`config.mk`:
```
export PLATFORM = sky130hd
export DESIGN_NAME = hls_host_link_switch_config
export DESIGN_NICKNAME = d
export VERILOG_FILES = /design/src/include/hls_pkg.sv /design/src/verilog/hls_host_link_switch_config.sv
export SDC_FILE = /design/constraint.sdc
export NUM_CORES = 1
export LEC_CHECK = 0
export BUFFER_PORTS_ARGS = -buffer_cell sky130_fd_sc_hd__buf_2
export CAP_MARGIN = 20
export CORE_MARGIN = 8
export CORE_UTILIZATION = 33
export DETAILED_ROUTE_END_ITERATION = 6
export GPL_TIMING_DRIVEN = 1
export PLACE_DENSITY_LB_ADDON = 0.1
export RECOVER_POWER = 100
export SYNTH_ARGS = -nofsm -noshare
export SYNTH_HDL_FRONTEND = slang
export SYNTH_SLANG_ARGS = --single-unit
```
`constraint.sdc`:
```
create_clock -name mclk -period 1.76 [get_ports mclk]
set_input_delay 0 -clock mclk [delete_from_list [all_inputs] [get_ports mclk]]
set_output_delay 0 -clock mclk [all_outputs]
set_load 0.05 [all_outputs]
```
`src/include/hls_pkg.sv`:
```
// Package for the host link switch configuration block: register map,
// field layouts, reset values, baud table and the carried structs.
// Assumes a 25 MHz core clock and a 32-bit APB register port.
package hls_pkg;

    localparam int CLK_HZ = 25_000_000;

    // Switch position n sits at bit n-1; a set bit means the position is ON
    localparam int SW_MODE = 0;
    localparam int SW_HSK_EN = 1;
    localparam int SW_SRQ_OR_HW = 2;
    localparam int SW_ADDR_MSB = 3;
    localparam int SW_PAR_EN = 3;
    localparam int SW_PAR_EVEN = 4;
    localparam int SW_BAUD_MSB = 5;
    localparam int SW_BAUD_LSB = 7;

    localparam logic [4:0] GPIB_RESERVED_ADDR = 5'h07;

    // Baud rates, and bit periods in core clocks, indexed by the three-bit baud code
    localparam int BAUD_RATE [8] = '{300, 600, 1200, 2400, 4800, 9600, 19200, 38400};
    localparam int DIV_W = 17;
    localparam logic [DIV_W-1:0] BAUD_DIV [8] = '{
        DIV_W'(CLK_HZ / 300), DIV_W'(CLK_HZ / 600), DIV_W'(CLK_HZ / 1200),
        DIV_W'(CLK_HZ / 2400), DIV_W'(CLK_HZ / 4800), DIV_W'(CLK_HZ / 9600),
        DIV_W'(CLK_HZ / 19200), DIV_W'(CLK_HZ / 38400)};

    // APB byte addresses
    localparam logic [7:0] REG_STATUS = 8'h00;
    localparam logic [7:0] REG_GPIB = 8'h04;
    localparam logic [7:0] REG_SERIAL = 8'h08;
    localparam logic [7:0] REG_IPADDR = 8'h0C;
    localparam logic [7:0] REG_CONTROL = 8'h10;

    // Control register fields
    localparam int CTL_LINK_EN = 0;
    localparam int CTL_USE_DHCP = 1;
    localparam logic [1:0] CTL_RESET = 2'h0;

    localparam logic [31:0] IP_RESET = 32'h0000_0000;

    typedef enum logic [0:0] {
        HLS_CAPTURE,
        HLS_RUN
    } hls_phase_t;

    typedef struct packed {
        logic srqEnable;
        logic [4:0] busAddress;
        logic addrReserved;
    } hls_gpib_cfg_t;

    typedef struct packed {
        logic handshakeEnable;
        logic hwFlowControl;
        logic swFlowControl;
        logic parityEnable;
        logic parityEven;
        logic [2:0] baudCode;
        logic [DIV_W-1:0] bitPeriod;
    } hls_serial_cfg_t;

    typedef struct packed {
        logic gpibActive;
        logic serialActive;
        logic netActive;
    } hls_link_sel_t;

    typedef struct packed {
        logic leaseValid;
        logic fromDhcp;
        logic [31:0] ipAddress;
        logic requestDhcp;
    } hls_net_t;

endpackage

```
`src/verilog/hls_host_link_switch_config.sv`:
```
// Host link switch configuration logic of the plug-in communication card.
// Assumes the switch and strap inputs are synchronous and steady around reset,
// and that a separate network engine delivers the server-assigned address.
// Behaviour
// RULE_01 - Position 1 OFF selects GPIB mode, ON selects RS-232 mode.
// RULE_02 - In GPIB mode position 3 ON enables service requests, OFF disables.
// RULE_03 - GPIB address is positions 4..8 weighted 16,8,4,2,1, position 4 MSB.
// RULE_04 - Host must not set address 7 nor duplicate another bus address.
// RULE_05 - In RS-232 mode position 2 ON enables handshaking, OFF none.
// RULE_06 - With handshaking, position 3 ON selects hardware, OFF software flow.
// RULE_07 - In RS-232 mode position 4 ON enables parity, OFF no parity.
// RULE_08 - With parity, position 5 ON selects even, OFF selects odd.
// RULE_09 - Positions 6..8 give baud code, 000..111 select 300 to 38400.
// RULE_10 - Only the connection matching position 1 is ever active; the network variant enables the network link instead.
// RULE_11 - Network variant takes its IP address from BootP or DHCP server.
// RULE_12 - Switches sampled once after reset, settings then held constant.
//
// Chosen here: the address map and the APB slave port.
`timescale 1ns/1ps
`default_nettype none

module hls_host_link_switch_config
    import hls_pkg::*;
(
    input wire logic mclk,
    input wire logic reset_n,
    input wire logic clkEn,
    input wire logic [7:0] cfgSwitch,
    input wire logic netVariant,
    input wire logic dhcpSupported,
    input wire logic leaseStrobe,
    input wire logic leaseFromDhcp,
    input wire logic [31:0] leaseAddress,
    input wire logic psel,
    input wire logic penable,
    input wire logic pwrite,
    input wire logic [7:0] paddr,
    input wire logic [31:0] pwdata,
    output logic [31:0] prdata,
    output logic pready,
    output logic pslverr,
    output hls_link_sel_t linkSelect,
    output hls_gpib_cfg_t gpibConfig,
    output hls_serial_cfg_t serialConfig,
    output logic requestDhcp,
    output logic configValid
);

    typedef struct packed {
        hls_phase_t phase;
        logic [7:0] switches;
        logic isNet;
        logic [1:0] control;
        hls_link_sel_t link;
        hls_gpib_cfg_t gpib;
        hls_serial_cfg_t serial;
        hls_net_t net;
        logic [31:0] rdata;
        logic ready;
        logic slverr;
    } hls_state_t;

    hls_state_t state_reg;
    hls_state_t state_next;

    logic setupPhase;
    logic accessDone;
    logic addrKnown;
    logic [31:0] readMux;

    assign setupPhase = psel && !penable;
    assign accessDone = psel && penable && state_reg.ready;

    always_comb begin
        addrKnown = 1'b1;
        readMux = 32'h0000_0000;
        case (paddr)
            REG_STATUS: begin
                readMux = {16'h0000, state_reg.switches, 1'b0,
                    state_reg.phase == HLS_RUN, state_reg.isNet,
                    state_reg.link.netActive, state_reg.link.serialActive,
                    state_reg.link.gpibActive, state_reg.net.leaseValid,
                    state_reg.net.fromDhcp};
            end
            REG_GPIB: begin
                readMux = {25'h000_0000, state_reg.gpib};
            end
            REG_SERIAL: begin
                // The serial struct is 25 bits wide, so it fills bits 25:1
                readMux = {6'h00, state_reg.serial, 1'b0};
            end
            REG_IPADDR: begin
                readMux = state_reg.net.ipAddress;
            end
            REG_CONTROL: begin
                readMux = {30'h0000_0000, state_reg.control};
            end
            default: begin
                addrKnown = 1'b0;
            end
        endcase
    end

    always_comb begin
        logic linkOn;
        logic gpibMode;
        linkOn = 1'b0;
        gpibMode = 1'b0;
        state_next = state_reg;

        // Zero-wait slave: data is prepared in setup, pready stands in access
        state_next.ready = setupPhase;
        state_next.slverr = setupPhase && !addrKnown;
        state_next.rdata = (setupPhase && !pwrite) ? readMux : 32'h0000_0000;

        if (accessDone && pwrite && paddr == REG_CONTROL) begin
            state_next.control = pwdata[1:0];
        end

        case (state_reg.phase)
            HLS_CAPTURE: begin
                // First enabled cycle after reset release freezes the switches
                state_next.switches = cfgSwitch; // see RULE_12
                state_next.isNet = netVariant;
                state_next.phase = HLS_RUN; // see RULE_12
            end
            HLS_RUN: begin
                // Switches are no longer looked at until the next reset
            end
            default: begin
                state_next.phase = HLS_CAPTURE;
            end
        endcase

        // Decoding uses the held copy, so a moved switch has no effect
        gpibMode = !state_next.switches[SW_MODE]; // see RULE_01
        linkOn = state_next.phase == HLS_RUN && state_next.control[CTL_LINK_EN];

        // One connection at a time: the network link on the network variant, else picked by the mode position
        state_next.link.netActive = linkOn && state_next.isNet;
        state_next.link.gpibActive = linkOn && !state_next.isNet && gpibMode; // see RULE_10
        state_next.link.serialActive = linkOn && !state_next.isNet && !gpibMode; // see RULE_10

        state_next.gpib.srqEnable = gpibMode && state_next.switches[SW_SRQ_OR_HW]; // see RULE_02
        state_next.gpib.busAddress = gpibMode ?
            {state_next.switches[SW_ADDR_MSB], state_next.switches[SW_ADDR_MSB+1],
             state_next.switches[SW_ADDR_MSB+2], state_next.switches[SW_ADDR_MSB+3],
             state_next.switches[SW_ADDR_MSB+4]} : 5'h00; // see RULE_03
        // Reserved address is flagged only; the user is expected to avoid it
        state_next.gpib.addrReserved = gpibMode &&
            state_next.gpib.busAddress == GPIB_RESERVED_ADDR; // see RULE_04

        state_next.serial.handshakeEnable = !gpibMode &&
            state_next.switches[SW_HSK_EN]; // see RULE_05
        state_next.serial.hwFlowControl = state_next.serial.handshakeEnable &&
            state_next.switches[SW_SRQ_OR_HW]; // see RULE_06
        state_next.serial.swFlowControl = state_next.serial.handshakeEnable &&
            !state_next.switches[SW_SRQ_OR_HW]; // see RULE_06
        state_next.serial.parityEnable = !gpibMode &&
            state_next.switches[SW_PAR_EN]; // see RULE_07
        state_next.serial.parityEven = state_next.serial.parityEnable &&
            state_next.switches[SW_PAR_EVEN]; // see RULE_08
        state_next.serial.baudCode = {state_next.switches[SW_BAUD_MSB],
            state_next.switches[SW_BAUD_MSB+1], state_next.switches[SW_BAUD_LSB]}; // see RULE_09
        state_next.serial.bitPeriod = BAUD_DIV[state_next.serial.baudCode]; // see RULE_09

        // No local address setting exists; only a server lease loads it
        state_next.net.requestDhcp = state_next.isNet && dhcpSupported &&
            state_next.control[CTL_USE_DHCP]; // see RULE_11
        if (state_next.isNet && state_reg.phase == HLS_RUN && leaseStrobe) begin
            state_next.net.ipAddress = leaseAddress; // see RULE_11
            state_next.net.fromDhcp = leaseFromDhcp && state_next.net.requestDhcp;
            state_next.net.leaseValid = 1'b1;
        end
    end

    always_ff @(posedge mclk) begin
        if (!reset_n) begin
            state_reg.phase <= HLS_CAPTURE;
            state_reg.switches <= 8'h00;
            state_reg.isNet <= 1'b0;
            state_reg.control <= CTL_RESET;
            state_reg.link <= '0;
            state_reg.gpib <= '0;
            state_reg.serial <= '0;
            state_reg.net <= '0;
            state_reg.net.ipAddress <= IP_RESET;
            state_reg.rdata <= 32'h0000_0000;
            state_reg.ready <= 1'b0;
            state_reg.slverr <= 1'b0;
        end else if (clkEn) begin
            state_reg <= state_next;
        end
    end

    assign prdata = state_reg.rdata;
    assign pready = state_reg.ready;
    assign pslverr = state_reg.slverr;
    assign linkSelect = state_reg.link;
    assign gpibConfig = state_reg.gpib;
    assign serialConfig = state_reg.serial;
    assign requestDhcp = state_reg.net.requestDhcp;
    assign configValid = state_reg.phase == HLS_RUN;

endmodule

`default_nettype wire

```
==> reports/results.tsv, run 1 <==
metric	value	unit
status	completed	
drt_wl_total	16020	um
ctsLongestPathBuffers	2	
synth_area_leaders	dfxtp_1 43%, buf_4 9.8%, nand2_1 8.3%	
antenna_found_initial	0	
crit_arrival	1.95	ns
finalMaxSlewViolations	0	
critPathKind	in -> reg	
largest_register_ffs	44	
numCtsBuffers	17	
clock.fmax	617.7	MHz
power	7.045	mW
ys_warn_count	0	
clk_latency	0.42	ns
clk_pin_slew_worst_paths	0.05	ns
ant_nets	0	
start_util	33.43	%
via_count	4460	
fp.dieH	142.4	um
final_common_cell	nand2_1	
syn_area	5273	sq um
max_slew.worst_pin.slew	0.6730	ns
rsz0062_at_grt	false	
cellPowerDensity	1060	nW/um^2
grt_max_degree	32	
final-hold-violation-count	0	
worst_hold_path_type	in -> reg	
synth.top_cell.area_share	42.90	%
ys.flop_type	dfxtp_1	
p_leak	2.545	nW
coreArea	15770	sq um
clkSinkCount	113	
ios	161	
fin_crit	1.619	ns
maxCapViolations	0	
synth.distinct_cells	43	
viasPerCell	4.660	
layout_common_cells	116 x nand2_1, 112 x dfxtp_1, 72 x a21oi_1, 70 x clkbuf_1, 62 x buf_2	
setup_violations	0	
grt_usage	16.23	%
num_rows	46	
root_buffer	clkbuf_16	
first_pass_iters	4	
nets	822	
portBuffers	130	
overflow	0	
period_share	91.98	%
first_global_vias	4556	
ys_async_sr_fraction	0	%
crit_path_end_kind	register	
drc	0	
cp_max_fo	17	
drive_gt1_share	19.16	%
cts_setup_buffers	0	
synth_edf_count	0	
syn_area_per_cell	8.518	sq um
synth_area_leader_cell	dfxtp_1	
synth_seq_cells	113	
relSlewSlack	55.33	%
finalClockSkew	0.008884	ns
syn_to_final_growth	26.08	%
n_fill_cell	1649	
ir_drop	0.7280	mV
hpwl	11700	um
dieArea	20280	sq um
syn_inst	619	
seq_area_frac_synth	42.90	%
syn_nets	713	
htreeDepth	4	
startpoint_type	primary input	
gp_congestion	0.8017	
tns	0	ns
drt_iter0_drc	226	
wl_per_cell	16.74	um
hold-worst-slack	0.02907	ns
die_x	142.4	um
grt_pass1_wl	25070	um
crit_required	2.09	ns
num_antenna_cells	0	
cts_tree	built	
rrSetupSlack	0.16	ns
==> where the power goes <==
part           switching (mW)  internal (mW)  total, mW
logic                   0.513          0.304      0.817
registers              0.0752           2.63       2.70
clock network            1.21           2.32       3.52
total                    1.79           5.25       7.04
==> Yosys cell counts, types with 2 or more instances <==
cell type / n
mux2_2: 8
nor2_1: 47
mux4_2: 5
a31oi_1: 7
mux2i_1: 33
nor2b_1: 2
nor3_2: 2
a21oi_1: 72
ha_1: 4
nand4_1: 2
a211oi_1: 8
clkbuf_1: 15
nand4b_1: 2
buf_6: 4
nand3_1: 13
nand2_1: 116
a32o_1: 4
buf_4: 69
nor4_1: 3
and2_1: 2
a22o_1: 5
inv_1: 4
nand3b_1: 3
buf_1: 4
dfxtp_1: 113
and2_2: 2
nor3_1: 5
o21ai_0: 23
a22oi_1: 6
o21ai_1: 8
buf_2: 16
==> cell families (layout without fill, tap and decap cells) <==
kind of cell	after synthesis	count (layout)	share of synthesized area, %
compound gates	137	137	14.83
fa+ha+maj	4	4	0.9493
buf+inv	113	235	13.91
flops	113	113	42.90
mux	46	46	10.11
simple gates	206	206	17.30
==> worst max-delay path, stage by stage <==
cell	delay, ns
dlygate4sd3_1	0.53
buf_2	0.34
nand4b_1	0.24
nor3_4	0.21
nand2_1	0.35
o21ai_0	0.26
==> path summary, 6_finish.rpt <==
path	startpoint	end	cells after the start
hold reg to reg	prdata[11]	prdata[11]	2
setup reg to reg	configValid	serialConfig[0]	6
hold / removal	cfgSwitch[3]	state_reg[110]	3
setup / recovery	reset_n	prdata[22]	6
==> routing by layer <==
metal  global-route usage (%)  wire [um]  vias to the layer above  part of all wire, %
met2                    26.86       7819                       94                   49
met4                    5.593        206                        0                  1.3
li1                         -          -                     2271                    -
met1                    19.74       7273                     2080                   45
met3                    4.696        723                       15                  4.5
met5                        0          0                        -                    0
==> final cells by class <==
| cell class | count | area [sq um] | share of cell area [%] |
|---|---|---|---|
| Tap cell | 216 | 270.3 | 4.065 |
| Multi-Input combinational cell | 393 | 2287 | 34.41 |
| Inverter | 5 | 18.77 | 0.2823 |
| Sequential cell | 113 | 2266 | 34.09 |
| Timing Repair Buffer | 198 | 1200 | 18.05 |
| Clock inverter | 11 | 135.1 | 2.033 |
| Clock buffer | 21 | 470.5 | 7.077 |
==> through the flow <==
stage | area (sq um) | util (%) | std cells | worst slack [ns]
2_1_floorplan | 5299 | - | 619 | 0.04253
3_3_place_gp | 5722 | 36.28 | 883 | 0.1989
3_5_place_dp | 5722 | 36.28 | 883 | 0.1749
4_1_cts | 6748 | 42.79 | 957 | 0.1452
5_1_grt | 6648 | 42.15 | 957 | 0.01268
6_report | 6648 | 42.15 | 957 | 0.1411
==> what timing repair did <==
item,CTS,global route
endpoints found under the setup margin,0,2
hold buffers,42,0
endpoints found under the hold margin,44,0
resized for setup,0,1
Power figures use the tool's default switching activity.
==> inputs of run 2 (changes only) <==
--- a/config.mk
+++ b/config.mk
@@ -5,6 +5,7 @@
 export SDC_FILE = /design/constraint.sdc
 export NUM_CORES = 1
 export LEC_CHECK = 0
+export ABC_AREA = 1
 export BUFFER_PORTS_ARGS = -buffer_cell sky130_fd_sc_hd__buf_2
 export CAP_MARGIN = 20
 export CORE_MARGIN = 8
==> reports/results.tsv, run 2 <==
metric	value	unit	change
status	completed		
drt_wl_total	17620	um	+10%
num_antenna_cells	0		unchanged
combinationalPowerShare	11.4	%	-0.2 points
ctsLongestPathBuffers	2		unchanged
worst_hold_path_type	in -> reg		
crit_required	2.05	ns	-0.04 ns
gp_congestion	0.8638		+7.7%
die_x	145.0	um	+1.9%
setup_violations	0		unchanged
ys_async_sr_fraction	0	%	unchanged
layout_common_cells	181 x nand2_1, 112 x dfxtp_1, 95 x nor2_1, 77 x clkbuf_1, 62 x nand3_1		
finalMaxSlewViolations	0		unchanged
fp.dieH	145.0	um	+1.9%
cts_tree	built		
crit_path_end_kind	register		
swShare	26.10	%	+0.64 points
synth.top_cell.area_share	41.17	%	-1.7 points
ir_drop	0.6736	mV	-7.5%
drc	0		unchanged
numCtsBuffers	17		unchanged
seq_area_frac_synth	41.17	%	-1.7 points
cellPowerDensity	1013	nW/um^2	-4.5%
syn_nets	853		+20%
power	6.941	mW	-1.5%
clk_latency	0.42	ns	about the same
grt_usage	16.76	%	+0.53 points
htreeDepth	4		unchanged
coreArea	16410	sq um	+4.0%
largest_register_ffs	44		unchanged
start_util	33.49	%	+0.060 points
fin_crit	1.634	ns	+0.01517 ns
hpwl	13160	um	+12%
placed_cells	1029		+17%
tns	0	ns	unchanged
root_buffer	clkbuf_16		
drive_gt1_share	15.77	%	-3.4 points
synth_area_leaders	dfxtp_1 41%, nand2_1 12%, buf_4 9.8%		
crit_arrival	1.92	ns	-0.03 ns
critPathKind	reg -> reg		
maxCapViolations	0		unchanged
wl_per_cell	15.91	um	-5.0%
cp_slowest_cell	dfxtp_4		
crit_chain	inv_2 -> or2_2 -> o21ai_4 -> inv_2 -> ha_1 -> inv_1 -> o21ai_1 -> o221ai_1 -> inv_1		
grt_max_degree	55		+72%
syn_inst	759		+23%
syn_area_per_cell	7.240	sq um	-15%
rsz0062_at_grt	false		
ant_nets	0		unchanged
antenna_found_initial	0		unchanged
num_rows	47		+2.2%
overflow	0		unchanged
period_share	92.84	%	+0.86 points
path_buf_inv	4		+2
finalNonFillerCells	1108		+16%
ys_warn_count	0		unchanged
syn_to_final_growth	24.75	%	
first_global_vias	5142		+13%
p_leak	2.956	nW	+16%
startpoint_type	register		
p_int	5.129	mW	-2.3%
grt_pass1_wl	27930	um	+11%
portBuffers	130		unchanged
clk_pin_slew_worst_paths	0.06	ns	about the same
clkPwrFrac	49.6	%	-0.4 points
cp_max_fo	6		-11
relSlewSlack	55.54	%	+0.21 points
finalClockSkew	0.02434	ns	+0.01545 ns
drt_iter0_drc	247		+9.3%
synth.distinct_cells	37		-14%
final-hold-violation-count	0		unchanged
max_slew.worst_pin.slew	0.6669	ns	-0.006065 ns
clkSinkCount	113		unchanged
syn_area	5495	sq um	+4.2%
viasPerCell	4.606		-1.2%
synth_area_leader_cell	dfxtp_1		
cp_top_family	compound AO/OA/AOI/OAI gates		
p_switching	1.812	mW	+0.99%
clock.fmax	612.0	MHz	-0.93%
via_count	5103		+14%
ys.flop_type	dfxtp_1		
n_fill_cell	1754		+6.4%
ios	161		unchanged
rrSetupSlack	0.13	ns	-0.03 ns
first_pass_iters	5		+1
nets	969		+18%
final_common_cell	nand2_1		
dieArea	21040	sq um	+3.7%
synth_edf_count	0		unchanged
p_seq_share	39.0	%	+0.6 points
yosysMostFrequentCell	nand2_1		
synth_common_cells	180 x nand2_1, 113 x dfxtp_1, 95 x nor2_1, 72 x buf_4, 62 x nand3_1		
crit_path_max_incr_delay	0.37	ns	-0.16 ns
synth_seq_cells	113		unchanged
-- run 2: cell count changes in the layout (fill, tap and decap cells not counted), moves of 7 or more --
cell,before,now
nor2_1,46,95
a211oi_1,8,0
mux2_2,7,0
clkbuf_1,70,77
nand2_1,116,181
o21ai_0,30,42
nand3_1,13,62
mux2i_1,32,2
a21oi_1,72,49
inv_1,4,53
o211ai_1,1,8
-- run 2: cells by family (layout without fill, tap and decap cells) --
kind of cell,Yosys count,in the layout,share of synthesized area [%]
buffers and inverters,160,289,16.64
DFF,113,113,41.17
AOI/OAI and AO/OA,113,113,11.73
and+or+nand+nor,367,367,29.19
muxes,2,2,0.3643
adders and majority gates,4,4,0.9108
-- run 2: worst paths after layout --
kind / from / to / depth (start not counted)
worst max-delay path: configValid / serialConfig[11] / 9
worst min-delay path: pwdata[1] / state_reg[105] / 5
worst max register to register: configValid / serialConfig[11] / 9
worst min register to register: prdata[8] / prdata[8] / 2
-- run 2: layout make-up --
| cell class | count | area [sq um] | share of cell area (%) |
|---|---|---|---|
| repair buffers | 198 | 1206 | 17.59 |
| multi-input cells | 486 | 2290 | 33.40 |
| clock inverters | 8 | 102.6 | 1.497 |
| inverters | 59 | 224.0 | 3.267 |
| clock buffers | 24 | 491.7 | 7.173 |
| flip-flops and latches | 113 | 2266 | 33.05 |
| well taps | 220 | 275.3 | 4.015 |
-- run 2: worst min-delay path: cells and delay by family --
family	cells	cell delay (ns)
AO/OA/AOI/OAI	1	0.08
buffers and inverters	2	0.15
AND/OR/NAND/NOR	2	0.18
-- run 2: power groups by stage --
stage / Clock (mW) / Sequential (mW) / Combinational [mW]
after floorplan: 0 / 2.74 / 0.532
after global placement: 0 / 2.76 / 0.725
after detailed placement: 0 / 2.76 / 0.729
after CTS: 3.52 / 2.71 / 0.807
after global routing: 3.63 / 2.71 / 0.865
final: 3.44 / 2.70 / 0.795
-- run 2: repair_timing --
action                     CTS  global route
hold endpoints to repair    40             0
buffers inserted             0             3
gates resized for setup      0             4
setup endpoints to repair    0             4
hold buffers                44             0
-- run 2: per-stage QoR --
stage               hold slack, ns  worst slack [ns]  utilization (%)  cell area (sq um)
detailed placement          0.2592           0.04332            36.14               5929
CTS                       0.009797           0.01618            42.45               6964
global placement            0.2521           0.08874            36.14               5929
floorplan                   0.1582          0.006868                -               5499
finish                     0.01835            0.1259            41.78               6855
global route               0.04922           0.01594            41.78               6855
-- run 2: metal layers --
metal	part of all wire [%]	global-route usage, %	vias up	routed length [um]
met3	4.9	4.571	13	860
met2	47	27.31	124	8336
met5	0	0	-	0
met4	0.96	6.049	0	169
li1	-	-	2609	-
met1	47	20.79	2357	8258
